--- config.mk ---
export PLATFORM = sky130hd
export DESIGN_NAME = a429r_top
export DESIGN_NICKNAME = d
export VERILOG_FILES = /design/src/rtl/a429r_pkg.sv /design/src/rtl/a429r_bitrx.sv /design/src/rtl/a429r_top.sv
export VERILOG_INCLUDE_DIRS = /design/src /design/src/rtl
export SDC_FILE = /design/constraint.sdc
export NUM_CORES = 1
export LEC_CHECK = 0
export ABC_CLOCK_PERIOD_IN_PS = 4500
export BUFFER_PORTS_ARGS = -buffer_cell sky130_fd_sc_hd__clkbuf_2
export CORE_MARGIN = 2
export CORE_UTILIZATION = 65
export CTS_BUF_LIST = sky130_fd_sc_hd__clkbuf_16
export DETAILED_ROUTE_END_ITERATION = 8
export GPL_ROUTABILITY_DRIVEN = 0
export PLACE_DENSITY = 0.95
export SYNTH_ARGS = -nofsm -noshare
export SYNTH_HDL_FRONTEND = slang
export SYNTH_SLANG_ARGS = --single-unit
--- constraint.sdc ---
create_clock -name core_clk -period 4.5 [get_ports core_clk]
set_input_delay 0.675 -clock core_clk [delete_from_list [all_inputs] [get_ports core_clk]]
set_output_delay 0.675 -clock core_clk [all_outputs]
set_load 0.03 [all_outputs]
--- src/rtl/a429r_defs.svh ---
/*
  Constants of the label-filtering word receiver: bit timing, framing
  thresholds, reset values and the self-test word.
  Assumes a bit-timing clock of nominally 1 MHz sampled by the core clock.
*/
`ifndef A429R_DEFS_SVH
`define A429R_DEFS_SVH

// Nominal bit-timing clock rate in hertz.
`define A429R_BITCLK_HZ 1000000
// Line rates in bit per second for high and low speed.
`define A429R_HI_BPS 100000
`define A429R_LO_BPS 12500
// Bit-timing ticks in one bit cell.
`define A429R_HI_TPB (`A429R_BITCLK_HZ / `A429R_HI_BPS)
`define A429R_LO_TPB (`A429R_BITCLK_HZ / `A429R_LO_BPS)
// Ticks of steady level that make a bit: three tenths of a cell.
`define A429R_HI_MINRUN ((`A429R_HI_TPB * 3) / 10)
`define A429R_LO_MINRUN ((`A429R_LO_TPB * 3) / 10)
// Ticks of null level that close a word: one and a half cells.
`define A429R_HI_GAP ((`A429R_HI_TPB * 3) / 2)
`define A429R_LO_GAP ((`A429R_LO_TPB * 3) / 2)
// Bits in one word.
`define A429R_WORD_BITS 32
// Output latch value under reset.
`define A429R_WORD_RST 32'h0000_0000
// Self-test word; it carries odd parity.
`define A429R_ST_PATTERN 32'hA5A5_5A5B
// Settling count at which the self-test starts, four core cycles after reset.
`define A429R_ST_SETTLE 2'h3

`endif

--- src/rtl/a429r_pkg.sv ---
/*
  Types shared by the word receiver: the configuration bundle and the
  self-test sequencer states.
  Assumes the constants header is compiled alongside.
*/
package a429r_pkg;

  // Configuration pins after synchronisation.
  typedef struct packed {
    logic [7:0] label_value; // Label match value, bit 7 against line bit 1.
    logic [7:0] label_en;    // Per-bit compare enables, same order.
    logic       sd_en;       // Source/destination compare enable.
    logic [1:0] sd_match;    // Bit 1 against line bit 10, bit 0 against bit 9.
    logic       parity_en;   // Odd-parity check enable.
    logic       rate_hi;     // High-speed line rate.
  } a429r_cfg_s;

  // Self-test sequencer states.
  typedef enum logic [2:0] {
    ST_SETTLE,
    ST_FEED,
    ST_CLOSE,
    ST_WAIT,
    ST_OFF
  } a429r_st_e;

endpackage

--- src/rtl/a429r_bitrx.sv ---
/*
  Bit recovery from the three-level line: turns sampled high/null/low levels
  into one pulse per bit and one pulse per inter-word gap.
  Assumes all inputs are already synchronous to core_clk.
*/
`timescale 1ns/1ns
`include "a429r_defs.svh"
module a429r_bitrx
  import a429r_pkg::*;
(
  // Clock and reset.
  input wire logic core_clk,
  input wire logic resetn,
  // Timing and line.
  input wire logic tick,
  input wire logic rate_hi,
  input wire logic line_pos,
  input wire logic line_neg,
  // Recovered bits.
  output logic bit_valid,
  output logic bit_value,
  output logic gap_seen
);

  logic [1:0] lvl;          // Present level: 10 one, 01 zero, else null.
  logic [1:0] last_lvl_r;   // Level at the previous tick.
  logic [6:0] run_r;        // Ticks of the present non-null level.
  logic [7:0] null_r;       // Ticks of null level.
  logic [6:0] minrun;       // Run length that makes a bit.
  logic [7:0] gap_len;      // Null length that closes a word.
  logic [6:0] run_nxt;      // Run count after this tick.
  logic [7:0] null_nxt;     // Null count after this tick.

  // Both lines high is treated as null, since no valid level looks like it.
  assign lvl = (line_pos ^ line_neg) ? {line_pos, line_neg} : 2'h0;
  assign minrun = rate_hi ? 7'(`A429R_HI_MINRUN) : 7'(`A429R_LO_MINRUN);
  assign gap_len = rate_hi ? 8'(`A429R_HI_GAP) : 8'(`A429R_LO_GAP);
  assign run_nxt = (lvl == last_lvl_r) ? ((run_r == 7'h7F) ? run_r : run_r + 7'h01)
                                       : 7'h01;
  assign null_nxt = (null_r == 8'hFF) ? null_r : null_r + 8'h01;

  // Level history and counters, advanced once per bit-timing tick.
  always_ff @(posedge core_clk or negedge resetn)
  begin
    if (!resetn)
    begin
      last_lvl_r <= 2'h0;
      run_r <= 7'h00;
      null_r <= 8'h00;
    end
    else if (tick)
    begin
      last_lvl_r <= lvl;
      if (lvl != 2'h0)
      begin
        run_r <= run_nxt;
        null_r <= 8'h00;
      end
      else
      begin
        run_r <= 7'h00;
        null_r <= null_nxt;
      end
    end
  end

  // One bit per run, emitted once the run is long enough to be trusted.
  always_ff @(posedge core_clk or negedge resetn)
  begin
    if (!resetn)
    begin
      bit_valid <= 1'b0;
      bit_value <= 1'b0;
      gap_seen <= 1'b0;
    end
    else
    begin
      bit_valid <= tick && (lvl != 2'h0) && (run_nxt == minrun);
      bit_value <= lvl[1];
      gap_seen <= tick && (lvl == 2'h0) && (null_nxt == gap_len);
    end
  end

endmodule

--- src/rtl/a429r_top.sv ---
/*
  Autonomous label-filtering word receiver: synchronises the pins, frames
  32-bit words, qualifies them by label, source/destination and parity,
  and holds the last accepted word on 32 parallel outputs.
  Assumes the line levels come from an external line receiver as two
  logic signals and that the bit-timing clock is a free-running pin.
*/
`timescale 1ns/1ns
`include "a429r_defs.svh"

// How it works
// Reset clears latch and all receiver state.
// System supplies 1 MHz bit clock, one percent.
// Rate pin selects 100 or 12.5 kbit/s.
// Parity enabled: drop words with even parity.
// Parity disabled: keep all 32 bits.
// Self-test low: run self-test after reset.
// Show high: self-test word drives outputs.
// Label value compared bit-reversed to bits 1-8.
// Compare enables mask individual label bits.
// Source/destination enable checks bits 9, 10.
// Update rises per new word, holds high.
// Outputs carry last word, change with update.
// Inverted variant drives complemented outputs.
// Accept only when every enabled check passes.
// Frame exactly 32 bits between gaps.
module a429r_top
  import a429r_pkg::*;
#(
  parameter bit INVERT_OUT = 1'b0
)
(
  // Clock and master reset.
  input wire logic core_clk,
  input wire logic resetn,
  // Bit timing and line.
  input wire logic bit_timing_clock,
  input wire logic line_input_pos,
  input wire logic line_input_neg,
  // Mode pins.
  input wire logic rate_hi,
  input wire logic parity_enable,
  input wire logic selftest_disable_n,
  input wire logic selftest_word_show,
  // Label and source/destination filter pins.
  input wire logic [7:0] label_match_value,
  input wire logic [7:0] label_compare_en,
  input wire logic srcdst_compare_enable,
  input wire logic srcdst_match_lo,
  input wire logic srcdst_match_hi,
  // Word outputs and status.
  output logic [31:0] word_out,
  output logic update,
  output logic selftest_pass
);

  // Qualification of a framed word against the configuration.
  function automatic logic a429r_accept(input logic [31:0] w, input a429r_cfg_s c);
    logic lab_ok;
    logic sd_ok;
    logic par_ok;
    lab_ok = 1'b1;
    for (int i = 0; i < 8; i++)
    begin
      // Value bit i meets line bit 8-i, held at word index 7-i.
      if (c.label_en[i] && (w[7 - i] != c.label_value[i]))
        lab_ok = 1'b0;
    end
    sd_ok = !c.sd_en || ({w[9], w[8]} == c.sd_match);
    par_ok = !c.parity_en || (^w);
    return lab_ok && sd_ok && par_ok;
  endfunction

  // Pin synchronisers: first stage, second stage.
  a429r_cfg_s cfg_meta_r;    // First stage of the configuration pins.
  a429r_cfg_s cfg_r;         // Synchronised configuration.
  logic [4:0] pin_meta_r;    // First stage of clock, line and test pins.
  logic [4:0] pin_r;         // Synchronised clock, line and test pins.
  logic bitclk_old_r;        // Previous synchronised bit clock, for edges.
  logic tick;                // One core cycle per bit-clock rising edge.

  // Bit recovery.
  logic rx_bit_valid;        // A bit came off the line.
  logic rx_bit_value;        // Its value.
  logic rx_gap;              // The line went idle long enough to end a word.

  // Word assembly.
  logic [31:0] asm_r;        // Word being assembled, index 0 is line bit 1.
  logic [5:0] cnt_r;         // Bits gathered so far.
  logic ovf_r;               // More than a word's worth of bits seen.
  logic feed_valid;          // Bit into the assembler from either source.
  logic feed_value;          // Its value.
  logic feed_close;          // Word end into the assembler.
  logic frame_done_r;        // A complete 32-bit frame is in frame_r.
  logic [31:0] frame_r;      // Last complete frame.

  // Self-test sequencer.
  a429r_st_e st_r;           // Sequencer state.
  logic [1:0] settle_r;      // Settling count after reset.
  logic [4:0] st_idx_r;      // Index of the self-test bit being fed.
  logic [31:0] st_pattern;   // Self-test word.

  // Output stage.
  logic load_pend_r;         // Accepted word waits for the update edge.
  logic [31:0] hold_r;       // Accepted word awaiting the latch.
  logic show_pend_r;         // Self-test word waits for the outputs.

  assign st_pattern = `A429R_ST_PATTERN;

  // Two flip-flops on every pin except resetn before any logic reads it.
  always_ff @(posedge core_clk or negedge resetn)
  begin
    if (!resetn)
    begin
      cfg_meta_r <= '0;
      cfg_r <= '0;
      pin_meta_r <= 5'h00;
      pin_r <= 5'h00;
    end
    else
    begin
      cfg_meta_r <= '{label_value: label_match_value, label_en: label_compare_en,
                      sd_en: srcdst_compare_enable,
                      sd_match: {srcdst_match_hi, srcdst_match_lo},
                      parity_en: parity_enable, rate_hi: rate_hi};
      cfg_r <= cfg_meta_r;
      pin_meta_r <= {selftest_word_show, selftest_disable_n, line_input_neg,
                     line_input_pos, bit_timing_clock};
      pin_r <= pin_meta_r;
    end
  end

  // Rising edges of the synchronised bit-timing clock pace the line sampler.
  always_ff @(posedge core_clk or negedge resetn)
  begin
    if (!resetn)
      bitclk_old_r <= 1'b0;
    else
      bitclk_old_r <= pin_r[0];
  end

  assign tick = pin_r[0] && !bitclk_old_r;

  // Line sampler; bit timing follows the rate pin.
  a429r_bitrx u_bitrx (
    .core_clk(core_clk),
    .resetn(resetn),
    .tick(tick),
    .rate_hi(cfg_r.rate_hi),
    .line_pos(pin_r[1]),
    .line_neg(pin_r[2]),
    .bit_valid(rx_bit_valid),
    .bit_value(rx_bit_value),
    .gap_seen(rx_gap)
  );

  // The self-test owns the assembler while it runs; the line is ignored.
  always_comb
  begin
    if (st_r == ST_OFF)
    begin
      feed_valid = rx_bit_valid;
      feed_value = rx_bit_value;
      feed_close = rx_gap;
    end
    else
    begin
      feed_valid = (st_r == ST_FEED);
      feed_value = st_pattern[st_idx_r];
      feed_close = (st_r == ST_CLOSE);
    end
  end

  // Frame assembly: bit 1 arrives first, a gap closes the word.
  always_ff @(posedge core_clk or negedge resetn)
  begin
    if (!resetn)
    begin
      asm_r <= 32'h0000_0000;
      cnt_r <= 6'h00;
      ovf_r <= 1'b0;
      frame_done_r <= 1'b0;
      frame_r <= 32'h0000_0000;
    end
    else
    begin
      frame_done_r <= 1'b0;
      if (feed_close)
      begin
        // Only an exact word of bits counts; short or long frames are dropped.
        if ((cnt_r == 6'(`A429R_WORD_BITS)) && !ovf_r)
        begin
          frame_done_r <= 1'b1;
          frame_r <= asm_r;
        end
        cnt_r <= 6'h00;
        ovf_r <= 1'b0;
      end
      else if (feed_valid)
      begin
        if (cnt_r < 6'(`A429R_WORD_BITS))
        begin
          asm_r[cnt_r[4:0]] <= feed_value;
          cnt_r <= cnt_r + 6'h01;
        end
        else
          ovf_r <= 1'b1;
      end
    end
  end

  // Self-test: feeds its word through the assembler after reset, if enabled.
  always_ff @(posedge core_clk or negedge resetn)
  begin
    if (!resetn)
    begin
      st_r <= ST_SETTLE;
      settle_r <= 2'h0;
      st_idx_r <= 5'h00;
      selftest_pass <= 1'b0;
      show_pend_r <= 1'b0;
    end
    else
    begin
      show_pend_r <= 1'b0;
      case (st_r)
        ST_SETTLE:
        begin
          // Wait for the test pins to pass the synchroniser.
          settle_r <= settle_r + 2'h1;
          if (settle_r == `A429R_ST_SETTLE)
            st_r <= pin_r[3] ? ST_OFF : ST_FEED;
        end
        ST_FEED:
        begin
          st_idx_r <= st_idx_r + 5'h01;
          if (st_idx_r == 5'h1F)
            st_r <= ST_CLOSE;
        end
        ST_CLOSE:
          st_r <= ST_WAIT;
        ST_WAIT:
        begin
          // The frame must reproduce the test word and carry odd parity.
          selftest_pass <= frame_done_r && (frame_r == st_pattern) && (^frame_r);
          show_pend_r <= pin_r[4] && frame_done_r;
          st_r <= ST_OFF;
        end
        ST_OFF:
          st_r <= ST_OFF;
        default:
          st_r <= ST_OFF;
      endcase
    end
  end

  // Accepted words first drop update for a cycle, then load with its rise.
  always_ff @(posedge core_clk or negedge resetn)
  begin
    if (!resetn)
    begin
      load_pend_r <= 1'b0;
      hold_r <= `A429R_WORD_RST;
    end
    else
    begin
      load_pend_r <= 1'b0;
      if (frame_done_r && (st_r == ST_OFF) && a429r_accept(frame_r, cfg_r))
      begin
        load_pend_r <= 1'b1;
        hold_r <= frame_r;
      end
    end
  end

  // New-word flag: low for the cycle before a load, high from the load on.
  always_ff @(posedge core_clk or negedge resetn)
  begin
    if (!resetn)
      update <= 1'b0;
    else if (frame_done_r && (st_r == ST_OFF) && a429r_accept(frame_r, cfg_r))
      update <= 1'b0;
    else if (load_pend_r)
      update <= 1'b1;
  end

  // Output latch, true or complemented as the variant requires.
  always_ff @(posedge core_clk or negedge resetn)
  begin
    if (!resetn)
      word_out <= INVERT_OUT ? ~`A429R_WORD_RST : `A429R_WORD_RST;
    else if (load_pend_r)
      word_out <= INVERT_OUT ? ~hold_r : hold_r;
    else if (show_pend_r)
      word_out <= INVERT_OUT ? ~frame_r : frame_r;
  end

endmodule
# Word level (Yosys, flattened, before mapping)
# Memory sizes are Yosys's and may differ from the RTL's.
# Index checks and enable logic that the tools add are counted.
# totals
regBits,223
mem_bits_ro,32
inputBits,28
out_inout_bits,34
word_cells,154
memories,1
# op_classes
addsub,5
order_cmp,4
n_eq_ne,25
n_mux,41
n_bitwise,2
n_reduce_logical,41
# mem_list
memory,words,word_bits,read_ports,rd_ports_with_merged_regs,write_ports,line_no,rtl
(name not given),32,1,1,0,0,a429r_top.sv:169,feed_value = st_pattern[st_idx_r];
# ops
op,n
$mux W32,2
$bwmux W32,1
$eq A32 B32 Y1 const B,1
$reduce_xor A32 Y1,1
$mux W7,4
$logic_and A1 B1 Y1,22
$mux W1,22
$mux W6,3
$mux W8,2
$lt A5 B6 Y1 const B,2
$reduce_bool A2 Y1,5
$mux W3,3
$pmux W3 S3,1
$add A8 B1 Y8 const B,1
$eq A8 B8 Y1,1
$eq A8 B8 Y1 const B,1
$ne A1 B1 Y1,8
$reduce_and A2 Y1,4
$add A7 B1 Y7 const B,1
$eq A7 B7 Y1,1
$eq A7 B7 Y1 const B,1
$add A6 B1 Y6 const B,1
$eq A3 B2 Y1 const B,2
$eq A6 B6 Y1 const B,1
21 further kinds,27

# Depth between registers and ports, before layout
# logic_depth
depth_word,14
mapped_depth,9
ltp_nobuf,8

# Cells and area by module
# From an unflattened synthesis, not the netlist that was laid out.
# hier_totals
cells_unflattened,797
hier_area_um2,9689.3
# by_module_without_submodules
mod,n_inst,cells_each,area_per_inst_um2,seq_area_each_um2
a429r_top,1,643,8323.0,5079.9
a429r_bitrx,1,154,1366.3,500.5

# Least setup slack after synthesis
# No wires, ideal clock.
# synth_timing
path_type,reg-to-reg
startpoint,reg frame_r[2]
endpoint,reg hold_r[10]
setup_time_ns,0.128
t_arrival_ns,2.135
t_required_ns,4.372
setup_slack_ns,2.238
path_stages_with_launch,10
path_buffers,1
period_less_slack_ns,2.262
cell_sequence,dfrtp_1 -> inv_1 -> ha_1 -> xor2_1 -> xnor2_1 -> xnor2_1 -> xnor2_1 -> a21oi_2 -> buf_4 -> mux2_1
# synth_between
elab_chain_cells,8
word_cells_on_any_way,10
classes_between,1 x eq/ne; 3 x mux; 6 x reduce/logical
# synth_lines
item,line_no,rtl
start: declaration,a429r_top.sv:95,logic [31:0] frame_r;
start signal: assignment,a429r_top.sv:194,frame_r <= asm_r;
$ne A1 B1 Y1,a429r_top.sv:66,if (c.label_en[i] && (w[7 - i] != c.label_value[i]))
$logic_and A1 B1 Y1,a429r_top.sv:66,
$mux W1 (3 in a row),a429r_top.sv:66,
$logic_and A1 B1 Y1,a429r_top.sv:71,return lab_ok && sd_ok && par_ok;
$logic_and A1 B1 Y1 *,a429r_top.sv:71,
$logic_and A1 B1 Y1 *,a429r_top.sv:268,"if (frame_done_r && (st_r == ST_OFF) && a429r_accept(frame_r, cfg_r))"
end signal: assignment,a429r_top.sv:263,hold_r <= `A429R_WORD_RST;
end signal: assignment,a429r_top.sv:271,hold_r <= frame_r;
end: declaration,a429r_top.sv:105,logic [31:0] hold_r;
# Mark *: on every way between the ends. The rest lies on a longest branch, timed or not.
# A chain may end at the register's enable or synchronous reset.

# Worst setup path in the final report
# layout_timing
startpoint,reg frame_r[8]
endpoint,reg hold_r[30]
# layout_between
elab_chain_cells,5
word_cells_on_any_way,7
classes_between,1 x eq/ne; 6 x reduce/logical
# layout_lines
item,line_no
"parallel branches: the longest is 3 deep, another holds $reduce_xor A32 Y1",-
$logic_and A1 B1 Y1 *,a429r_top.sv:71
$logic_and A1 B1 Y1 *,a429r_top.sv:268
# Mark *: on every way between the ends.

==> run summary <==
crit path time final -> 3.327 ns
top post-synthesis cells by area -> dfrtp_1, mux2_1, o21ai_0
Synth Flop Type -> dfrtp_1
Critical Path RT -> 4.87 ns
Synth async-reset ratio -> 100.0%
clk slew on worst S/H paths -> 0.06 ns
Die H -> 124.0 µm
Internal -> 3.158 mW
final net count -> 896
via density per instance -> 6.233
nature of the critical path endpoint -> flip-flop
CTS tree -> done
vias in the first global route -> 6511
Met1 Wirelength -> 8174 µm
post-CTS resize count -> 0
count of final setup violators -> 0
first-pass GRT wire length -> 33280 µm
H-tree level count -> 1
Leakage -> 4.874 nW
critical path arrival -> 3.69 ns
largest net degree at the start of global routing -> 129
count of final hold-check violations -> 0
switching power total -> 0.9715 mW
DRT iter0 DRCs -> 616
Filler Cell Count -> 836
wire per inst -> 19.65 µm
DR DRC count -> 0
Max VDD drop -> 0.0003655 V
Comb power frac -> 6.4%
drt pass-1 iters -> 5
relative max-transition margin -> 11.61%
Initial Util -> 66.87%
io pins -> 62
Setup Buffers After CTS -> 0
clock power share -> 41.6%
Hold WC Path Type -> in -> async
Setup CP Type -> reg -> reg
antenna violation net count after detailed routing -> 0
Worst Clk Skew -> 0.01563 ns
critical path launch point type -> flip-flop
Slew @ Worst Pin -> 1.323 ns
CP top delay family -> compound AO/OA/AOI/OAI gates
Yosys top cell by area -> dfrtp_1
register area -> 0.005582 mm²
area grow syn2layout -> 11.62%
final WL -> 20320 µm
die area -> 0.01537 mm²
vias -> 6445
clock tree sinks -> 223
CP max-delay cell -> a21oi_4
part of the cycle the worst path needs -> 73.94%
dpl hpwl -> 12220 µm
Hold Buf Count CTS -> 0
CP Cell Sequence -> inv_1 > ha_1 > xor2_1 > xnor2_1 > xnor2_1 > xnor2_1 > a21oi_4 > mux2_1
Worst path max stage delay -> 0.97 ns
FP Rows -> 43
CP max FO -> 34
synthesized area per cell -> 11.80 µm²
Post-Syn Area -> 0.009354 mm²
die width -> 124.0 µm
core area -> 0.01399 mm²
sequential share of power -> 52.0%
Worst-Skew Late Latency -> 0.50 ns
port bufs -> 61
commonest non-fill, non-tap cell in the layout -> dfrtp_1
Synth Warn # -> 0
Unique masters post-synth -> 54
post-route insts no fill -> 1034
Synth Instances -> 793
syn_nets -> 849
max-cap violations -> 0
most frequent cells in the layout -> dfrtp_1, nand2_1, o21ai_0, clkbuf_2, mux2_1
setup tns final -> 0 ns
Synth top area share -> 59.66%
CTS buffer count -> 22
antenna violations before repair -> 0
Critical Path Most Common Cell -> xnor2_1
status -> finished, final reports clean
Overflow after GRT -> 0
ratio of cells with drive above 1 in the final layout -> 12.88%
Slew Limit Fails -> 0
unrepaired setup endpoints after global routing -> false
Ant. Diodes -> 0
Yosys reg bits -> 223
Switching Fraction -> 23.52%
met2 WL post-DR -> 10350 µm
Power Density -> 395.5 mW/mm²
clock buffer depth -> 3
Worst Setup Slack, final -> 1.173 ns
post-synthesis sequential area ratio -> 59.66%
Inst Count DP -> 996
max frequency -> 0.3006 GHz
routed wire length on met3 -> 1074 µm
multi-input logic area -> 0.003510 mm²
Place WS -> 1.266 ns
CTS Root Cell -> clkbuf_16
Post-synth EDFFs -> 0
Buf+Inv Stages, Crit Path -> 1
top sig layer -> met4
total track usage -> 27.91%
path summary, 6_finish.rpt:
check                                          start             end  depth (start not counted)  slack, ns
worst max-delay path                      frame_r[8]      hold_r[30]                          8       1.17
worst min-delay path                          resetn    word_out[23]                          1       0.24
worst max register to register            frame_r[8]      hold_r[30]                          8       1.17
worst min register to register         pin_meta_r[0]        pin_r[0]                          0       0.35
max in group asynchronous                     resetn        cfg_r[1]                          2       3.24
min in group core_clk           label_match_value[0]  cfg_meta_r[13]                          1       0.28
cells by family (layout without fill, tap and decap cells):
kind of cell / Yosys count / in the layout / synth area share, %
flops: 223 / 223 / 59.66
compound gates: 176 / 176 / 11.33
simple gates: 173 / 173 / 8.641
mux: 84 / 84 / 9.684
buf+inv: 67 / 128 / 3.010
xor+xnor: 42 / 42 / 3.933
fa+ha+maj: 28 / 28 / 3.745
per-layer routing:
layer,track usage [%],vias up
li1,-,2889
met1,36.74,3224
met2,47.32,267
met3,4.075,65
met4,10.88,0
met5,0,-
cell type report:
class                           instances  area share, %
Timing Repair Buffer                   66          3.499
Sequential cell                       223          53.46
Tap cell                              180          2.157
Clock inverter                         15         0.8987
Multi-Input combinational cell        503          33.61
Clock buffer                           23          5.512
Inverter                               24         0.8628
worst reg2reg max path: stages (launching register included):
cell and delay, ns:
dfrtp_1 0.45, inv_1 0.11, ha_1 0.33, xor2_1 0.24
xnor2_1 0.14, xnor2_1 0.28, xnor2_1 0.22, a21oi_4 0.98
mux2_1 0.46
flip-flops by register name (all words and copies together), names as in the netlist, 2 cells and up:
register	cells
word_out	32
u_bitrx.null_r	8
hold_r	32
frame_r	32
cfg_r	21
asm_r	32
cfg_meta_r	21
st_r	3
pin_r	5
u_bitrx.last_lvl_r	2
pin_meta_r	5
u_bitrx.run_r	7
settle_r	2
st_idx_r	5
cnt_r	6
power by group through the flow:
| stage | sequential (mW) | combinational [mW] | clock [mW] |
|---|---|---|---|
| after floorplan | 2.16 | 0.168 | 0 |
| after CTS | 2.15 | 0.266 | 1.73 |
| final | 2.15 | 0.263 | 1.72 |
| after global placement | 2.17 | 0.242 | 0 |
| after detailed placement | 2.18 | 0.259 | 0 |
| after global routing | 2.16 | 0.305 | 1.81 |
cell usage after synthesis (4+ instances only):
cell type,number
nor2_1,34
nand2b_1,4
mux2_1,49
inv_1,23
o21ai_0,73
nand3b_1,8
o31ai_1,33
buf_4,5
a21oi_1,27
a31oi_1,4
ha_1,28
xor2_1,16
nand2_1,78
dfrtp_1,223
nand3_1,14
clkbuf_1,29
mux2i_1,32
o21ai_1,16
xnor2_1,26
buf_1,5
nand4_1,9
and3_1,5
stage by stage:
stage	hold WS [ns]	instance area (µm²)	util (%)	power (mW)
floorplan	0.3312	9354	-	2.329
global placement	0.3315	9772	69.86	2.417
detailed placement	0.3347	9772	69.86	2.440
CTS	0.2659	10440	74.64	4.142
global route	0.2700	10440	74.64	4.273
finish	0.2353	10440	74.64	4.130
(Power assumes the default switching activity.)
